File: src/sctl_pkg.sv
// shared constants for the system control register block and its controller
package sctl_pkg;
    // device register word addresses
    localparam logic [31:0] ROM_CFG_ADDR   = 32'h1d00_0000;
    localparam logic [31:0] PIN_VAL_ADDR   = 32'h1d00_0040;
    localparam logic [31:0] PIN_DIR_ADDR   = 32'h1d00_0044;
    localparam logic [31:0] RELOAD_ADDR    = 32'h1d00_0048;
    localparam logic [31:0] CNT_CTL_ADDR   = 32'h1d00_004c;
    localparam logic [31:0] PEND_ADDR      = 32'h1d00_0050;
    localparam logic [31:0] MASK_ADDR      = 32'h1d00_0054;
    localparam logic [31:0] SENSE_ADDR     = 32'h1d00_005c;
    localparam logic [31:0] TEST_SET_ADDR  = 32'h1d00_0060;
    // rom timing field positions
    localparam int FIRST_LSB = 0;
    localparam int STROBE_GAP_ONE_LSB  = 4;
    localparam int ACK_LSB   = 16;
    localparam int SIZE_LSB  = 22;
    // reset values
    localparam logic [23:0] ROM_CFG_RST = 24'hff_ffff;
    localparam logic [5:0]  PIN_VAL_RST = 6'h00;
    localparam logic [5:0]  PIN_DIR_RST = 6'h3f;
    localparam logic [23:0] RELOAD_RST  = 24'h00_0000;
    localparam logic [1:0]  CNT_CTL_RST = 2'h0;
    localparam logic [25:0] MASK_RST    = 26'h000_0000;
    localparam logic [25:0] PEND_RST    = 26'h000_0000;
    // count control bits
    localparam int CTL_EN_BIT   = 0;
    localparam int CTL_MODE_BIT = 1;
    // cause / mask bit positions
    localparam int IRQ_TIMER_BIT  = 4;
    localparam int IRQ_IODMA_LSB  = 5;
    localparam int IRQ_PPDMA_BIT  = 7;
    localparam int IRQ_PPRST_BIT  = 11;
    localparam int IRQ_PPWR_BIT   = 12;
    localparam int IRQ_PPRD_BIT   = 13;
    localparam int IRQ_MATCH_LSB  = 14;
    localparam int IRQ_PIN_LSB    = 20;
    localparam logic [25:0] IRQ_INT_BITS = 26'h001_f8f0;
    // rom bank windows
    localparam logic [24:0] ROM_MAX_WIN   = 25'h080_0000;
    localparam logic [24:0] ROM_FIXED_WIN = 25'h040_0000;
    // controller apb register offsets
    localparam logic [11:0] HOST_ADDR_OFS  = 12'h000;
    localparam logic [11:0] HOST_WDATA_OFS = 12'h004;
    localparam logic [11:0] HOST_CTRL_OFS  = 12'h008;
    localparam logic [11:0] HOST_STAT_OFS  = 12'h00c;
    localparam logic [11:0] HOST_RDATA_OFS = 12'h010;
    localparam int HOST_GO_BIT   = 0;
    localparam int HOST_WR_BIT   = 1;
    localparam int HOST_BUSY_BIT = 0;
    localparam int HOST_IRQ_BIT  = 1;
endpackage : sctl_pkg

File: src/sctl_if.sv
// word-wide register link between the controller and the register block
interface sctl_if;
    logic        req;
    logic        wr;
    logic [31:0] addr;
    logic [31:0] wdata;
    logic [31:0] rdata;
    logic        ack;
    logic        irq_n;
    modport dev  (input req, wr, addr, wdata, output rdata, ack, irq_n);
    modport host (output req, wr, addr, wdata, input rdata, ack, irq_n);
endinterface : sctl_if

File: src/sctl_dev.sv
// register block end: rom timing, pin port, timer/counter and interrupt cause logic
//
// Operation
// - software uses only whole 32-bit word accesses
// - first strobe delay field, n gives n+1
// - three strobe gap fields, n gives n+1
// - block ack delay, n+1 cycles, resets 0x3f
// - window size code picks banks 0/1 size
// - software keeps ack delay consistent; unchecked
// - output pins driven from output value register
// - direction bit 0 output, 1 input; reset inputs
// - pin sense reads present level of pins
// - reload value n makes unit count n
// - control bit0 enable, bit1 timer mode
// - cause bits read 1 while source asserted
// - writing 0 clears internal cause bit
// - pin cause bits read-only, cleared at source
// - fixed cause bit assignment per source
// - mask bit 0 disables matching source
// - test register writes set cause bits
//
// Our own choice: the APB register port.
module sctl_dev
    import sctl_pkg::*;
(
    input  wire logic        clk,
    input  wire logic        rst_n,
    sctl_if.dev              link,
    input  wire logic [5:0]  pin_in,
    output logic      [5:0]  pin_out,
    output logic      [5:0]  pin_oe,
    input  wire logic        count_event,
    input  wire logic [1:0]  io_channel_dma_done_irq,
    input  wire logic        parport_dma_done_irq,
    input  wire logic        parport_reset_irq,
    input  wire logic        parport_write_irq,
    input  wire logic        parport_read_irq,
    input  wire logic [2:0]  byte_match_irq,
    input  wire logic [5:0]  pin_irq,
    input  wire logic        rom_req,
    input  wire logic [24:0] rom_addr,
    output logic      [2:0]  boot_bank_select_n,
    output logic             read_data_strobe_n,
    output logic             rom_block_ack,
    output logic             rom_busy
);
    import sctl_pkg::*;

    logic [23:0] rom_cfg_ff;
    logic [5:0]  pin_val_ff;
    logic [5:0]  pin_dir_ff;
    logic [5:0]  pin_out_ff;
    logic [5:0]  pin_oe_ff;
    logic [23:0] reload_ff;
    logic [1:0]  cnt_ctl_ff;
    logic [23:0] cnt_ff;
    logic [25:0] pend_ff;
    logic [25:0] mask_ff;
    logic        ack_ff;
    logic [31:0] rdata_ff;
    logic        irq_n_ff;
    logic [31:0] nxt_rdata;
    logic [25:0] nxt_pend;
    logic [25:0] events;

    // a request is taken once; the ack pulse blocks a second take of the same one
    wire take = link.req && !ack_ff;
    wire wr   = take && link.wr;

    // address decode; only whole aligned words are decoded, the bus is word-only
    wire hit_rom    = (link.addr == ROM_CFG_ADDR);
    wire hit_pval   = (link.addr == PIN_VAL_ADDR);
    wire hit_pdir   = (link.addr == PIN_DIR_ADDR);
    wire hit_reload = (link.addr == RELOAD_ADDR);
    wire hit_ctl    = (link.addr == CNT_CTL_ADDR);
    wire hit_pend   = (link.addr == PEND_ADDR);
    wire hit_mask   = (link.addr == MASK_ADDR);
    wire hit_sense  = (link.addr == SENSE_ADDR);
    wire hit_test   = (link.addr == TEST_SET_ADDR);

    // timer mode counts clocks, counter mode counts external events
    wire         cnt_en   = cnt_ctl_ff[CTL_EN_BIT];
    wire         cnt_tick = cnt_en && (cnt_ctl_ff[CTL_MODE_BIT] || count_event);
    wire  [23:0] cnt_inc  = cnt_ff + 24'h00_0001;
    wire         tmr_hit  = cnt_tick && (cnt_inc == reload_ff);

    // pin sources are live levels, never stored, so writes cannot touch them
    wire  [25:0] pin_cause = 26'(pin_irq) << IRQ_PIN_LSB;
    wire  [25:0] cause     = pend_ff | pin_cause;
    wire  [25:0] clr_keep  = (wr && hit_pend) ? (link.wdata[25:0] | ~IRQ_INT_BITS)
                                              : 26'h3ff_ffff;
    wire  [25:0] test_set  = (wr && hit_test) ? (link.wdata[25:0] & IRQ_INT_BITS)
                                              : 26'h000_0000;

    // source placement within the cause word
    always_comb begin
        events                                  = 26'h000_0000;
        events[IRQ_TIMER_BIT]                   = tmr_hit;
        events[IRQ_IODMA_LSB +: 2]              = io_channel_dma_done_irq;
        events[IRQ_PPDMA_BIT]                   = parport_dma_done_irq;
        events[IRQ_PPRST_BIT]                   = parport_reset_irq;
        events[IRQ_PPWR_BIT]                    = parport_write_irq;
        events[IRQ_PPRD_BIT]                    = parport_read_irq;
        events[IRQ_MATCH_LSB +: 3]              = byte_match_irq;
    end

    // set terms are or-ed in last so an event beats a clear in the same cycle
    assign nxt_pend = (pend_ff & clr_keep) | events | test_set;

    // read data selection
    always_comb begin
        if (hit_rom) begin
            nxt_rdata = {8'h00, rom_cfg_ff};
        end else if (hit_pval) begin
            nxt_rdata = {26'h000_0000, pin_val_ff};
        end else if (hit_pdir) begin
            nxt_rdata = {26'h000_0000, pin_dir_ff};
        end else if (hit_reload) begin
            nxt_rdata = {8'h00, reload_ff};
        end else if (hit_ctl) begin
            nxt_rdata = {30'h0000_0000, cnt_ctl_ff};
        end else if (hit_pend) begin
            nxt_rdata = {6'h00, cause};
        end else if (hit_mask) begin
            nxt_rdata = {6'h00, mask_ff};
        end else if (hit_sense) begin
            nxt_rdata = {26'h000_0000, pin_in};
        end else begin
            nxt_rdata = 32'h0000_0000;
        end
    end

    // link answer: one ack pulse the cycle after the take, read data with it
    always_ff @(posedge clk or negedge rst_n) begin
        if (!rst_n) begin
            ack_ff   <= 1'b0;
            rdata_ff <= 32'h0000_0000;
        end else begin
            ack_ff <= take;
            if (take) begin
                rdata_ff <= nxt_rdata;
            end
        end
    end

    // software-written configuration
    always_ff @(posedge clk or negedge rst_n) begin
        if (!rst_n) begin
            rom_cfg_ff <= ROM_CFG_RST;
            pin_val_ff <= PIN_VAL_RST;
            pin_dir_ff <= PIN_DIR_RST;
            reload_ff  <= RELOAD_RST;
            cnt_ctl_ff <= CNT_CTL_RST;
            mask_ff    <= MASK_RST;
        end else if (wr) begin
            if (hit_rom) begin
                rom_cfg_ff <= link.wdata[23:0];
            end
            if (hit_pval) begin
                pin_val_ff <= link.wdata[5:0];
            end
            if (hit_pdir) begin
                pin_dir_ff <= link.wdata[5:0];
            end
            if (hit_reload) begin
                reload_ff <= link.wdata[23:0];
            end
            if (hit_ctl) begin
                cnt_ctl_ff <= link.wdata[1:0];
            end
            if (hit_mask) begin
                mask_ff <= link.wdata[25:0];
            end
        end
    end

    // timer/counter; restarts from zero after each hit, cleared while disabled
    always_ff @(posedge clk or negedge rst_n) begin
        if (!rst_n) begin
            cnt_ff <= 24'h00_0000;
        end else if (!cnt_en || tmr_hit) begin
            cnt_ff <= 24'h00_0000;
        end else if (cnt_tick) begin
            cnt_ff <= cnt_inc;
        end
    end

    // sticky internal causes and the masked interrupt line
    always_ff @(posedge clk or negedge rst_n) begin
        if (!rst_n) begin
            pend_ff  <= PEND_RST;
            irq_n_ff <= 1'b1;
        end else begin
            pend_ff  <= nxt_pend;
            irq_n_ff <= ~|(cause & mask_ff);
        end
    end

    // pin drive is registered so the pins never glitch on a write
    always_ff @(posedge clk or negedge rst_n) begin
        if (!rst_n) begin
            pin_out_ff <= PIN_VAL_RST;
            pin_oe_ff  <= ~PIN_DIR_RST;
        end else begin
            pin_out_ff <= pin_val_ff;
            pin_oe_ff  <= ~pin_dir_ff;
        end
    end

    // rom sequencer; the ack delay is used as programmed, never checked
    sctl_rom_seq u_rom_seq (
        .clk        (clk),
        .rst_n      (rst_n),
        .start      (rom_req),
        .addr_off   (rom_addr),
        .cfg        (rom_cfg_ff),
        .bank_sel_n (boot_bank_select_n),
        .strobe_n   (read_data_strobe_n),
        .block_ack  (rom_block_ack),
        .busy       (rom_busy)
    );

    assign link.ack   = ack_ff;
    assign link.rdata = rdata_ff;
    assign link.irq_n = irq_n_ff;
    assign pin_out    = pin_out_ff;
    assign pin_oe     = pin_oe_ff;
endmodule : sctl_dev

File: src/sctl_rom_seq.sv
// boot rom bank select, read strobe and block acknowledge sequencer
module sctl_rom_seq
    import sctl_pkg::*;
(
    input  wire logic        clk,
    input  wire logic        rst_n,
    input  wire logic        start,
    input  wire logic [24:0] addr_off,
    input  wire logic [23:0] cfg,
    output logic      [2:0]  bank_sel_n,
    output logic             strobe_n,
    output logic             block_ack,
    output logic             busy
);
    typedef enum logic {SEQ_IDLE, SEQ_RUN} sctl_seq_t;

    // which bank an offset falls in, one-hot; zero when outside all banks
    function automatic logic [2:0] bank_decode(input logic [24:0] off, input logic [1:0] size);
        logic [24:0] win;
        win = ROM_MAX_WIN >> size;
        if (off < win) begin
            bank_decode = 3'h1;
        end else if (off < (win << 1)) begin
            bank_decode = 3'h2;
        end else if (off < (win << 1) + ROM_FIXED_WIN) begin
            bank_decode = 3'h4;
        end else begin
            bank_decode = 3'h0;
        end
    endfunction : bank_decode

    sctl_seq_t   state_ff;
    logic [2:0]  sel_n_ff;
    logic        strobe_n_ff;
    logic        ack_ff;
    logic        busy_ff;
    logic [1:0]  idx_ff;
    logic [3:0]  scnt_ff;
    logic [5:0]  acnt_ff;
    logic        sdone_ff;
    logic        adone_ff;

    wire  [2:0]  hit       = bank_decode(addr_off, cfg[SIZE_LSB +: 2]);
    wire         launch    = (state_ff == SEQ_IDLE) && start && (hit != 3'h0);
    wire  [3:0]  next_gap  = cfg[STROBE_GAP_ONE_LSB + 4 * int'(idx_ff) +: 4];

    // counters hold n and fire when they reach zero, giving n+1 cycles
    always_ff @(posedge clk or negedge rst_n) begin
        if (!rst_n) begin
            state_ff    <= SEQ_IDLE;
            sel_n_ff    <= 3'h7;
            strobe_n_ff <= 1'b1;
            ack_ff      <= 1'b0;
            busy_ff     <= 1'b0;
            idx_ff      <= 2'h0;
            scnt_ff     <= 4'h0;
            acnt_ff     <= 6'h0;
            sdone_ff    <= 1'b0;
            adone_ff    <= 1'b0;
        end else begin
            strobe_n_ff <= 1'b1;
            ack_ff      <= 1'b0;
            case (state_ff)
                SEQ_IDLE: begin
                    if (launch) begin
                        state_ff <= SEQ_RUN;
                        busy_ff  <= 1'b1;
                        sel_n_ff <= ~hit;
                        idx_ff   <= 2'h0;
                        scnt_ff  <= cfg[FIRST_LSB +: 4];
                        acnt_ff  <= cfg[ACK_LSB +: 6];
                        sdone_ff <= 1'b0;
                        adone_ff <= 1'b0;
                    end
                end
                SEQ_RUN: begin
                    if (!sdone_ff) begin
                        if (scnt_ff == 4'h0) begin
                            strobe_n_ff <= 1'b0;
                            if (idx_ff == 2'h3) begin
                                sdone_ff <= 1'b1;
                            end else begin
                                idx_ff  <= idx_ff + 2'h1;
                                scnt_ff <= next_gap;
                            end
                        end else begin
                            scnt_ff <= scnt_ff - 4'h1;
                        end
                    end
                    // ack delay runs unchecked against the strobes
                    if (!adone_ff) begin
                        if (acnt_ff == 6'h0) begin
                            ack_ff   <= 1'b1;
                            adone_ff <= 1'b1;
                        end else begin
                            acnt_ff <= acnt_ff - 6'h1;
                        end
                    end
                    if (sdone_ff && adone_ff) begin
                        state_ff <= SEQ_IDLE;
                        busy_ff  <= 1'b0;
                        sel_n_ff <= 3'h7;
                    end
                end
                default: state_ff <= SEQ_IDLE;
            endcase
        end
    end

    assign bank_sel_n = sel_n_ff;
    assign strobe_n   = strobe_n_ff;
    assign block_ack  = ack_ff;
    assign busy       = busy_ff;
endmodule : sctl_rom_seq

File: src/flat_wrapper.sv
// flat-port wrapper written by rule: the top's interface ports become plain ports
module sctl_dev_flat import sctl_pkg::*;
  (clk, rst_n, pin_in, pin_out, pin_oe, count_event, io_channel_dma_done_irq, parport_dma_done_irq, parport_reset_irq, parport_write_irq, parport_read_irq, byte_match_irq, pin_irq, rom_req, rom_addr, boot_bank_select_n, read_data_strobe_n, rom_block_ack, rom_busy, link_req, link_wr, link_addr, link_wdata, link_rdata, link_ack, link_irq_n);
  sctl_if link_i ();
  input  wire logic clk;
  input  wire logic rst_n;
  input  wire logic [5:0] pin_in;
  output logic      [5:0] pin_out;
  output logic      [5:0] pin_oe;
  input  wire logic count_event;
  input  wire logic [1:0] io_channel_dma_done_irq;
  input  wire logic parport_dma_done_irq;
  input  wire logic parport_reset_irq;
  input  wire logic parport_write_irq;
  input  wire logic parport_read_irq;
  input  wire logic [2:0] byte_match_irq;
  input  wire logic [5:0] pin_irq;
  input  wire logic rom_req;
  input  wire logic [24:0] rom_addr;
  output logic      [2:0] boot_bank_select_n;
  output logic read_data_strobe_n;
  output logic rom_block_ack;
  output logic rom_busy;
  input wire logic [$bits(link_i.req)-1:0] link_req;
  input wire logic [$bits(link_i.wr)-1:0] link_wr;
  input wire logic [$bits(link_i.addr)-1:0] link_addr;
  input wire logic [$bits(link_i.wdata)-1:0] link_wdata;
  output wire logic [$bits(link_i.rdata)-1:0] link_rdata;
  output wire logic [$bits(link_i.ack)-1:0] link_ack;
  output wire logic [$bits(link_i.irq_n)-1:0] link_irq_n;
  assign link_i.req = link_req;
  assign link_i.wr = link_wr;
  assign link_i.addr = link_addr;
  assign link_i.wdata = link_wdata;
  assign link_rdata = link_i.rdata;
  assign link_ack = link_i.ack;
  assign link_irq_n = link_i.irq_n;
  sctl_dev u_core (.clk(clk), .rst_n(rst_n), .link(link_i), .pin_in(pin_in), .pin_out(pin_out), .pin_oe(pin_oe), .count_event(count_event), .io_channel_dma_done_irq(io_channel_dma_done_irq), .parport_dma_done_irq(parport_dma_done_irq), .parport_reset_irq(parport_reset_irq), .parport_write_irq(parport_write_irq), .parport_read_irq(parport_read_irq), .byte_match_irq(byte_match_irq), .pin_irq(pin_irq), .rom_req(rom_req), .rom_addr(rom_addr), .boot_bank_select_n(boot_bank_select_n), .read_data_strobe_n(read_data_strobe_n), .rom_block_ack(rom_block_ack), .rom_busy(rom_busy));
endmodule
File: config.mk
export PLATFORM = sky130hd
export DESIGN_NAME = sctl_dev_flat
export DESIGN_NICKNAME = d
export VERILOG_FILES = /design/src/sctl_pkg.sv /design/src/sctl_if.sv /design/src/sctl_dev.sv /design/src/sctl_rom_seq.sv /design/src/flat_wrapper.sv
export SDC_FILE = /design/constraint.sdc
export NUM_CORES = 1
export LEC_CHECK = 0
export BUFFER_PORTS_ARGS = -buffer_cell sky130_fd_sc_hd__buf_2
export CAP_MARGIN = 10
export CORE_ASPECT_RATIO = 0.5
export CORE_MARGIN = 5
export CORE_UTILIZATION = 40
export CTS_BUF_LIST = sky130_fd_sc_hd__clkbuf_2
export DETAILED_ROUTE_END_ITERATION = 16
export PLACE_DENSITY_LB_ADDON = 0.2
export SKIP_LAST_GASP = 1
export SYNTH_ARGS = -nofsm -noshare
export SYNTH_HDL_FRONTEND = slang
export SYNTH_SLANG_ARGS = --single-unit
File: constraint.sdc
create_clock -name clk -period 3.8 [get_ports clk]
set_input_delay 0.95 -clock clk [delete_from_list [all_inputs] [get_ports clk]]
set_output_delay 0.95 -clock clk [all_outputs]
set_load 0.005 [all_outputs]
==> impl_results.md <==
- RSZ-0062 raised after global routing: false
- Leakage power: 0.00491 µW
- Max Clock Skew: 0.0282 ns
- Clock slew at reported path FFs: 0.27 ns
- Post-Synth XOR/XNOR Area: 3.94%
- Maxcap violations: 0
- Starting DRT DRC Count: 947
- Die ar.: 27300 µm²
- Post-synth top area cell: dfrtp_1
- Die H: 119 µm
- Rel. slew slack: 57.4%
- Worst setup slack after placement: 0.492 ns
- Yosys top cell area share: 38.8%
- CP Capture Type: register
- Postcts setup bufs: 0
- Drt pass-1 iters: 8
- CP arrival: 3.82 ns
- Area Overhead vs Synth: 13.2%
- Detail Placement HPWL: 20.0 mm
- Sw Ratio: 32.6%
- Layout cells sized above 1: 31.9%
- Combinational power share: 19.7%
- Worst-Skew Late Latency: 0.76 ns
- H-Tree Depth: 4
- WS Path Type: reg2reg
- Count of final setup violators: 0
- Final worst-path cycle share: 83.6%
- Vias in the first global route: 7388
- Min cycle time layout: 3.18 ns
- Post-synth EDFFs: 0
- Netlist cell types: 68
- CP startpoint: u_core.cnt_ff[0]
- Total GRT Usage: 20.0%
- Gr ovfl total: 0
- Hold Fails Final Rpt: 0
- CTS tree: built
- Clock share of power: 24.4%
- Initial core utilization: 40.3%
- Post-synthesis mux area share: 12.2%
- Worst hold-check path type: in2async
- Reg power frac: 55.9%
- Switch Pwr: 1360 µW
- Nets@finish: 1166
- Main combinational cell family by area after synthesis: simple AND/OR/NAND/NOR gates
- Primary FF master, synth: dfrtp_1
- Syn avg cell area: 10.6 µm²
- Register area: 4620 µm²
- # fillers: 2314
- TritonCTS Sinks: 183
- Mean number of vias per cell: 5.58
- Row cnt: 40
- Largest net degree at the start of global routing: 70
- Top cells by area, synth: dfrtp_1, mux2_2, dfstp_2
- Gpl congestion: 0.855
- Final Max Tran Viols: 0
- Sum of negative setup slack: 0 ns
- Chip width: 229 µm
- Multi-input logic area: 4580 µm²
- Setup crit start kind: register
- Core area: 23700 µm²
- Final ANT Viol Nets: 0
- Internal Pwr Total: 2810 µW
- Req. time, crit path: 4.44 ns
- Vias post-DR: 7581
- DRT Wirelength: 27.3 mm
- Worst Tran Pin Value: 0.639 ns
- Gate Count Post-Synth: 902
- Hold-fix buffers at CTS: 0
- DRC errors left: 0
- Setup ws final: 0.622 ns
- Post-synthesis adder-cell area fraction: 2.75%
- Initial antenna violation count: 1
- Seq/Total Area, Yosys: 48.4%
- Status: complete, no violations
- CTS root buf: clkbuf_2
- Compound-Gate Fraction of Synth Area: 12.9%
- Critical R2R Launch: u_core.cnt_ff[0]
- Clk buf depth: 2
- Crit Path Max Fanout: 9
- Peak supply drop: 0.000195 V
- FF+latch count, synth: 183
- Peak Freq: 0.315 GHz
- # IOs: 168
- Yosys warnings: 0
- Post-CTS Resized: 0
- Power Density: 387 nW/µm²
- Routed WL per cell: 20.1 µm
- Synthesized area: 9550 µm²
- Number of buffers created by CTS: 17
- Post-synthesis simple-gate area fraction: 15.9%
- Asr flop ratio synth: 100%
- First-pass GRT wire length: 43.1 mm
- Input/output buffers: 135
==> final timing paths <==
check                      slack [ns]  cells past startpoint                   end
max                              0.62                      7      u_core.cnt_ff[0]
min                              0.16                      1     u_core.cnt_ff[11]
max reg2reg                      0.62                      7      u_core.cnt_ff[0]
min reg2reg                      0.43                      0     u_core.pin_out[4]
max in group asynchronous        2.73                      2  u_core.pin_dir_ff[4]
min in group clk                 0.35                      2     u_core.pend_ff[7]
==> state kept, by name (all words and copies together) (netlist names), 2 cells and up <==
register,count
u_core.link.rdata,26
u_core.mask_ff,26
u_core.cnt_ff,24
u_core.reload_ff,24
u_core.rom_cfg_ff,24
u_core.pend_ff,10
u_core.pin_dir_ff,6
u_core.pin_oe,6
u_core.pin_out,6
u_core.pin_val_ff,6
u_core.u_rom_seq.acnt_ff,6
u_core.u_rom_seq.scnt_ff,4
u_core.u_rom_seq.bank_sel_n,3
u_core.cnt_ctl_ff,2
u_core.u_rom_seq.idx_ff,2
==> critical path: stages (launching register included) <==
cell and delay [ns]:
dfrtp_1 0.54, ha_1 0.32, and4_1 0.40, nand4_1 0.38, o31ai_1 0.40, nand4_1 0.28, nor3_4 0.58, o21ai_0 0.17
==> synth_stat cells (7+ instances only) <==
master / number
dfrtp_1: 148
mux2_2: 86
nor2_1: 81
nand2_1: 66
o21ai_0: 37
clkbuf_1: 35
dfstp_2: 35
nand3_1: 32
inv_1: 31
a21oi_1: 26
xnor2_1: 24
a222oi_1: 23
ha_1: 21
nand4_1: 19
xor2_1: 19
nor3_1: 18
a31oi_1: 17
a22oi_1: 14
and3_1: 13
mux2i_1: 11
o21bai_1: 10
and2_1: 9
nor4_1: 9
buf_2: 8
buf_4: 8
nand2b_1: 7
==> placed cells by master, fill, tap and decap left out, drive strengths merged, types with 17 or more instances in the layout <==
cell type	instances
a31oi	17
buf	156
a21oi	26
clkbuf	22
inv	34
nor2	81
dfrtp	148
o21ai	37
xor2	19
xnor2	24
ha	21
nor3	19
nand4	21
nand2	66
nand3	33
dfstp	35
a222oi	23
mux2	86
==> through the flow <==
step                      utilization [%]  hold slack [ns]  std cells  cell area, µm²  power (µW)
final                                45.6            0.160       1359           10800        4180
after global routing                 45.5           0.0792       1358           10800        4440
after CTS                            45.5            0.110       1357           10800        4220
after detailed placement             44.6            0.380       1325           10600        3200
after global placement               44.6            0.383       1325           10600        3170
after floorplan                         -            0.368        907            9570        2900
==> cells by family (layout without fill, tap and decap cells) <==
family,Yosys count,count (layout)
AND/OR/NAND/NOR,295,295
AO/OA/AOI/OAI,173,173
XOR/XNOR,43,43
other,1,8
buffers and inverters,85,220
multiplexers,101,101
flip-flops,183,183
adder cells (fa/ha/maj),21,21
==> layer usage <==
metal	part of all wire [%]	vias to the layer above	global-route usage (%)
met2	47	193	32.4
met3	5.3	17	4.17
li1	-	3555	-
met1	46	3816	28.3
met5	0	-	0
met4	0.92	0	3.36
==> power groups by stage <==
| stage | Combinational [µW] | Clock [µW] | Sequential (µW) |
|---|---|---|---|
| final | 824 | 1020 | 2330 |
| after detailed placement | 832 | 0 | 2370 |
| after CTS | 836 | 1050 | 2330 |
| after floorplan | 650 | 0 | 2250 |
| after global routing | 946 | 1120 | 2370 |
| after global placement | 810 | 0 | 2360 |
==> layout make-up <==
class,count,share of cell area (%)
flip-flops and latches,183,42.8
repair buffers,157,7.98
inverters,31,1.08
well taps,315,3.65
diodes,2,0.0463
multi-input cells,639,42.4
clock buffers,21,0.973
clock inverters,11,1.15
(Power assumes the default switching activity.)
